[src/design/gia_regs.svh]
// Register offsets, field positions and reset values of the global interrupt aggregator
// Summary of operation
// - Mask bit 31 blocks lookup engine interrupt.
// - Mask bit 30 blocks trigger/timestamp interrupt.
// - Masks gate irq only, not status; bits 29:0 read-only.
// - Port summary bit n-1 reports port n.
// - Summary bits follow port status, no latching.
// - Port mask bit n-1 disables port n.
// - All mask bits reset to zero.
// - Port summary has no reset value; it reads live port levels.
// - Global status bits 31, 30 report sources.
`ifndef GIA_REGS_SVH
`define GIA_REGS_SVH

// ****************************************
// Register byte offsets
// ****************************************
`define GIA_OFS_GLOBAL_STATUS 16'h0010
`define GIA_OFS_GLOBAL_MASK 16'h0014
`define GIA_OFS_PORT_STATUS 16'h0018
`define GIA_OFS_PORT_MASK 16'h001C

// ****************************************
// Field positions
// ****************************************
`define GIA_BIT_LOOKUP_ENGINE 31
`define GIA_BIT_TRIG_TS 30
`define GIA_NUM_PORTS 7

// ****************************************
// Reset values
// ****************************************
`define GIA_RST_GMASK 2'h0
`define GIA_RST_PMASK 7'h00
`define GIA_RST_RDATA 32'h0000_0000

`endif

[src/design/gia_pkg.sv]
// Types shared by the global interrupt aggregator and its bench
package gia_pkg;

	// Register access request from the management interface
	typedef struct packed {
		logic wr;
		logic rd;
		logic [15:0] addr;
		logic [31:0] wdata;
	} gia_req_t;

	// Interrupt request levels from the switch units
	typedef struct packed {
		logic lookup_engine;
		logic trig_ts;
		logic [6:0] port;
	} gia_src_t;

	// Registered read answer
	typedef struct packed {
		logic valid;
		logic [31:0] data;
	} gia_rsp_t;

endpackage

[src/design/gia_top.sv]
// Global interrupt aggregator: source masks, port summary and combined interrupt request
`include "gia_regs.svh"

module gia_top (
	// Clock, reset and enable
	input wire logic clk_i,
	input wire logic rstn_i,
	input wire logic ce_i,
	// Register access from the management interface
	input wire gia_pkg::gia_req_t req_i,
	output gia_pkg::gia_rsp_t rsp_o,
	// Interrupt sources from the switch units
	input wire gia_pkg::gia_src_t src_i,
	// Combined interrupt request, active high
	output logic irq_o
);

	// ****************************************
	// Reset release
	// ****************************************
	logic [1:0] rst_sync;
	logic rst_n;

	always_ff @(posedge clk_i or negedge rstn_i) begin
		if (!rstn_i) begin
			rst_sync <= 2'h0;
		end else begin
			rst_sync <= {rst_sync[0], 1'b1};
		end
	end

	assign rst_n = rst_sync[1];

	// ****************************************
	// Mask registers
	// ****************************************
	logic [1:0] gmask;
	logic [1:0] next_gmask;
	logic [`GIA_NUM_PORTS-1:0] pmask;
	logic [`GIA_NUM_PORTS-1:0] next_pmask;
	logic wr_gmask;
	logic wr_pmask;

	assign wr_gmask = ce_i && req_i.wr && (req_i.addr == `GIA_OFS_GLOBAL_MASK);
	assign wr_pmask = ce_i && req_i.wr && (req_i.addr == `GIA_OFS_PORT_MASK);

	always_comb begin
		next_gmask = gmask;
		next_pmask = pmask;
		if (wr_gmask) begin
			// Only bits 31 and 30 are writable; the rest are ignored
			next_gmask = {req_i.wdata[`GIA_BIT_LOOKUP_ENGINE],
				req_i.wdata[`GIA_BIT_TRIG_TS]};
		end
		if (wr_pmask) begin
			next_pmask = req_i.wdata[`GIA_NUM_PORTS-1:0];
		end
	end

	always_ff @(posedge clk_i or negedge rst_n) begin
		if (!rst_n) begin
			gmask <= `GIA_RST_GMASK;
			pmask <= `GIA_RST_PMASK;
		end else if (ce_i) begin
			gmask <= next_gmask;
			pmask <= next_pmask;
		end
	end

	// ****************************************
	// Status views and combined request
	// ****************************************
	logic [31:0] gstat_word;
	logic [31:0] pstat_word;
	logic [31:0] gmask_word;
	logic [31:0] pmask_word;
	logic next_irq;

	always_comb begin
		gstat_word = 32'h0000_0000;
		gstat_word[`GIA_BIT_LOOKUP_ENGINE] = src_i.lookup_engine;
		gstat_word[`GIA_BIT_TRIG_TS] = src_i.trig_ts;
		gmask_word = 32'h0000_0000;
		gmask_word[`GIA_BIT_LOOKUP_ENGINE] = gmask[1];
		gmask_word[`GIA_BIT_TRIG_TS] = gmask[0];
		// Summary follows the port's own status live, no flag of its own
		pstat_word = {25'h0000000, src_i.port};
		pmask_word = {25'h0000000, pmask};
	end

	always_comb begin
		next_irq = (src_i.lookup_engine && !gmask[1])
			|| (src_i.trig_ts && !gmask[0])
			|| (|(src_i.port & ~pmask));
	end

	always_ff @(posedge clk_i or negedge rst_n) begin
		if (!rst_n) begin
			irq_o <= 1'b0;
		end else if (ce_i) begin
			irq_o <= next_irq;
		end
	end

	// ****************************************
	// Read port
	// ****************************************
	gia_pkg::gia_rsp_t next_rsp;

	always_comb begin
		next_rsp.valid = req_i.rd;
		next_rsp.data = `GIA_RST_RDATA;
		if (req_i.rd) begin
			unique case (req_i.addr)
				`GIA_OFS_GLOBAL_STATUS: begin
					next_rsp.data = gstat_word;
				end
				`GIA_OFS_GLOBAL_MASK: begin
					next_rsp.data = gmask_word;
				end
				`GIA_OFS_PORT_STATUS: begin
					next_rsp.data = pstat_word;
				end
				`GIA_OFS_PORT_MASK: begin
					next_rsp.data = pmask_word;
				end
				default: begin
					next_rsp.data = `GIA_RST_RDATA;
				end
			endcase
		end
	end

	always_ff @(posedge clk_i or negedge rst_n) begin
		if (!rst_n) begin
			rsp_o <= '0;
		end else if (ce_i) begin
			rsp_o <= next_rsp;
		end
	end
endmodule // gia_top

[config.mk]
export PLATFORM = sky130hd
export DESIGN_NAME = gia_top
export DESIGN_NICKNAME = d
export VERILOG_FILES = /design/src/design/gia_pkg.sv /design/src/design/gia_top.sv
export VERILOG_INCLUDE_DIRS = /design/src /design/src/design
export SDC_FILE = /design/constraint.sdc
export NUM_CORES = 1
export LEC_CHECK = 0
export BUFFER_PORTS_ARGS = -buffer_cell sky130_fd_sc_hd__buf_4
export CAP_MARGIN = 20
export CORE_MARGIN = 2
export CORE_UTILIZATION = 35
export DETAILED_ROUTE_END_ITERATION = 6
export PLACE_DENSITY_LB_ADDON = 0.1
export REMOVE_ABC_BUFFERS = 1
export SLEW_MARGIN = 20
export SYNTH_ARGS = -nofsm -noshare
export SYNTH_HDL_FRONTEND = slang
export SYNTH_SLANG_ARGS = --single-unit
export TNS_END_PERCENT = 1
[constraint.sdc]
create_clock -name clk_i -period 0.8 [get_ports clk_i]
set_input_delay 0.12 -clock clk_i [delete_from_list [all_inputs] [get_ports clk_i]]
set_output_delay 0.12 -clock clk_i [all_outputs]
set_load 0.05 [all_outputs]
# After elaboration in Yosys (flattened, before gate mapping)
# Cells that the tools add are included.
[op_classes]
bitwise = 2
n_eq_ne = 4
n_reduce_logical = 12
muxes = 2
[op_table]
columns = ["operator", "n"]
rows = [
  ["32-bit case mux with 4 select lines", 1],
  ["16-bit by 5-bit == test with 1-bit output (second input constant)", 4],
  ["32-bit 2-to-1 mux", 1],
  ["7-bit AND", 1],
  ["7-bit inverter", 1],
  ["7-bit OR reduction", 1],
  ["1-bit logical AND", 5],
  ["2-bit AND reduction", 2],
  ["1-bit logical NOT", 2],
  ["1-bit logical OR", 2],
]
[word_totals]
ff_bits = 45
inputBits = 62
word_cells = 26
output_inout_bits = 34

# Depth between registers and ports, before layout
[logic_depth]
word_depth = 4
depth_mapped = 4
depth_no_buf = 4

# Worst setup path before layout
# No wires, ideal clock.
[synth_timing]
path_kind = "input to register"
start = "input req_i[38] (netlist name)"
end = "register gmask[1]"
path_buffers = 0
t_arrival_ps = 1194
cell_stages = 4
setup_ps = 125
required_time_ps = 675
setup_slack_ps = -519
path_cell_list = "nor4_1 > and4_2 > and3b_2 > mux2_2"
[synth_between]
elab_chain_len = 3
[synth_lines]
columns = ["element", "line", "text"]
rows = [
  ["start, declared", "gia_top.sv:10", "input wire gia_pkg::gia_req_t req_i,"],
  ["16-bit by 5-bit == test with 1-bit output", "-", ""],
  ["1-bit logical AND", "gia_top.sv:44", "assign wr_gmask = ce_i && req_i.wr && (req_i.addr == `GIA_OFS_GLOBAL_MASK);"],
  ["2-bit AND reduction (no line)", "-", ""],
  ["end signal, assigned", "gia_top.sv:62", "gmask <= `GIA_RST_GMASK;"],
  ["end signal, assigned", "gia_top.sv:65", "gmask <= next_gmask;"],
  ["end, declared", "gia_top.sv:37", "logic [1:0] gmask;"],
]
# Every way passes these cells.
# A chain may end at the register's enable or synchronous reset.

# Final worst setup path
[layout_timing]
start = "input req_i[37] (netlist name)"
end = "register pmask[3]"
[layout_between]
elab_chain_len = 3
[layout_lines]
columns = ["element", "line", "text"]
rows = [
  ["16-bit by 5-bit == test with 1-bit output", "-", ""],
  ["1-bit logical AND", "gia_top.sv:45", "assign wr_pmask = ce_i && req_i.wr && (req_i.addr == `GIA_OFS_PORT_MASK);"],
  ["2-bit AND reduction (no line)", "-", ""],
  ["end signal, assigned", "gia_top.sv:63", "pmask <= `GIA_RST_PMASK;"],
  ["end signal, assigned", "gia_top.sv:66", "pmask <= next_pmask;"],
  ["end, declared", "gia_top.sv:39", "logic [`GIA_NUM_PORTS-1:0] pmask;"],
]
# Every way passes these cells.

==> flow_summary.yaml <==
worst_hold_path:
  hp-class: "in2reg"
  hold_path_depth: 2
  hp-start: "req_i[2]"
global_route:
  grt_max_degree: 21
  grt_antenna_before_repair: 0
  grt_pass1_vias: 947
  gr-usage-all-layers_pct: 14.9
  grt_pass1_wl_mm: 4.60
  grt-ovfl-total: 0
cells_and_area:
  fin_util_pct: 53.6
  antenna_cells: 0
  drive_gt1_share_pct: 47.4
  final_common_cell: "buf_4"
  layout_common_cells: "37 x buf_4, 24 x conb_1, 22 x dfrtp_1, 20 x buf_6, 18 x inv_1"
  fin_cells: 219
  fin_area_um2: 1790
  fillers: 320
  syn_to_final_growth_pct: 47.9
  multi_input_area_um2: 578
  fin_nets: 237
  seq_area_um2: 551
clock_network:
  clkTransAtPathRegs_ps: 120
  cts_buffer_depth: 2
  cts_tree: "yes"
  insertion_delay_ps: 300
  cts.sinks: 22
  numCtsBuffers: 3
  root_buffer: "clkbuf_4"
  postCtsSetupRepairBufs: 0
  h-tree-depth: 1
power_and_ir_drop:
  p_leak_nw: 0.905
  max-vdd-ir-drop_mv: 0.705
  power_mw: 2.21
  p_per_area_nw_per_um2: 1230
yosys:
  yosysTopAreaCellShare_pct: 45.5
  ys_top_cells_by_area: "dfrtp_1 46%, buf_4 14%, mux2_2 8.4%, mux2i_1 7.4%, o22ai_1 6.2%"
  synthCells: 115
  syn_avg_cell_area_um2: 10.5
  netlist_area_um2: 1210
  synth.yosys.warnings: 0
  ys_ff_latch: 22
  yosysTopAreaCell: "dfrtp_1"
  ys_types: 22
  ys_seq_area_share_pct: 45.5
setup_path:
  endpoint_kind: "flop"
  worstSetupPathType: "in2reg"
  critPathMaxStageDelay_ps: 330
  crit_arrival_ps: 1300
  crit_path_start_kind: "input pin"
  path_buf_inv: 2
  r2r_cells: 3
  cp.depth: 6
  path_cells: "buf_6 > nor4b_4 > and4_4 > buf_6 > nand3_4 > mux2_4"
  crit_family: "simple AND/OR/NAND/NOR gates"
  critPathSlowestCell: "mux2_4"
  worstPathRequired_ps: 1000
  crit_top_cell: "buf_6"
  startpoint: "req_i[37]"
  r2r-start: "pmask[5]"
  path_max_fanout: 7
die:
  io_pins: 96
  core_area_um2: 3340
  row_count: 21
  start_util_pct: 36.3
  floorplan.die.width_um: 62.8
  die-area_um2: 3940
  dieHeight_um: 62.8
timing:
  fin_crit_sh_pct: 138
  fin_ws_ps: -307
  max_freq_mhz: 904
  setup_viol: 28
  period_needed_ps: 1110
  fin_skew_ps: 1.72
  drv_slew: 0
  final_hold_viol_count: 0
  rsz0062_at_grt: "yes"
  worst_hold_slack_ps: 38.5
  tns_ps: -5260
placement:
  placedCellCount: 215
  place_ws_ps: -710
  numPortBuffers: 49
  placed_area_um2: 1600
  finalWeightedCongestion: 0.737
  detailed_place_hpwl_mm: 2.15
route:
  drt_first_iter_violations: 14
  firstDrtPassIters: 4
  wl_per_cell_um: 12.3
  drt.antenna.violating_nets: 0
  drc: 0
  routed_wl_mm: 2.70
  vias_per_cell: 4.37
  num_vias: 956
run_status:
  violations: "negative setup slack"
  status: "finished, violations left"
job:
  drv_cap: 0
-- worst paths after layout --
| kind | to | slack, ps |
|---|---|---|
| worst max register to register | irq_o | -190 |
| worst min register to register | pmask[4] | 210 |
| worst max-delay path | pmask[3] | -310 |
| max in group asynchronous | gmask[0] | 380 |
| worst min-delay path | pmask[2] | 40 |
| min in group asynchronous | rst_sync[1] | 120 |
-- state kept, by name (all words and copies together) (netlist names) --
name / cells
rsp_o: 10
rst_sync: 2
irq_o: 1
gmask: 2
pmask: 7
-- cell usage after synthesis (all sizes together) --
cell / number
clkbuf: 1
nor2: 2
nand3: 3
a31oi: 1
mux2i: 9
a222oi: 1
nand4: 1
and3: 1
conb: 2
and4: 2
nor3: 2
nor4: 2
mux2: 9
inv: 18
nor4b: 1
buf: 24
o22ai: 12
o21ai: 1
dfrtp: 22
and3b: 1
-- logic make-up after synthesis --
| logic type | count (synthesis) | synth area share [%] |
|---|---|---|
| AND/OR/NAND/NOR | 15 | 9.51 |
| AO/OA/AOI/OAI | 15 | 7.96 |
| other | 2 | 0.621 |
| buffers and inverters | 43 | 20.6 |
| flip-flops | 22 | 45.5 |
| multiplexers | 18 | 15.8 |
-- metal layers --
metal	global-route usage [%]	vias up	wire, um
met5	0	-	0
met4	4.17	0	10
met3	3.24	2	138
met2	25.5	33	1420
met1	18.8	455	1140
li1	-	466	-
-- repair_timing --
item	in CTS	in global routing
pin swaps	9	3
setup endpoints to repair	30	30
hold buffers	1	0
endpoints found under the hold margin	2	0
gates resized for setup	33	2
cloned	0	0
-- cell type report --
class | instances | area share [%]
Multi-Input combinational cell | 72 | 32.3
Sequential cell | 22 | 30.8
Timing Repair Buffer | 58 | 28.7
Inverter | 18 | 3.78
Tap cell | 46 | 3.22
Clock buffer | 3 | 1.26
-- report_power, final --
part	total, mW	internal, mW	switching [mW]	leakage, nW
sequential	1.13	1.12	0.00441	0.290
clock	0.505	0.176	0.329	0.0138
combinational	0.577	0.194	0.383	0.601
(Power assumes the default switching activity.)
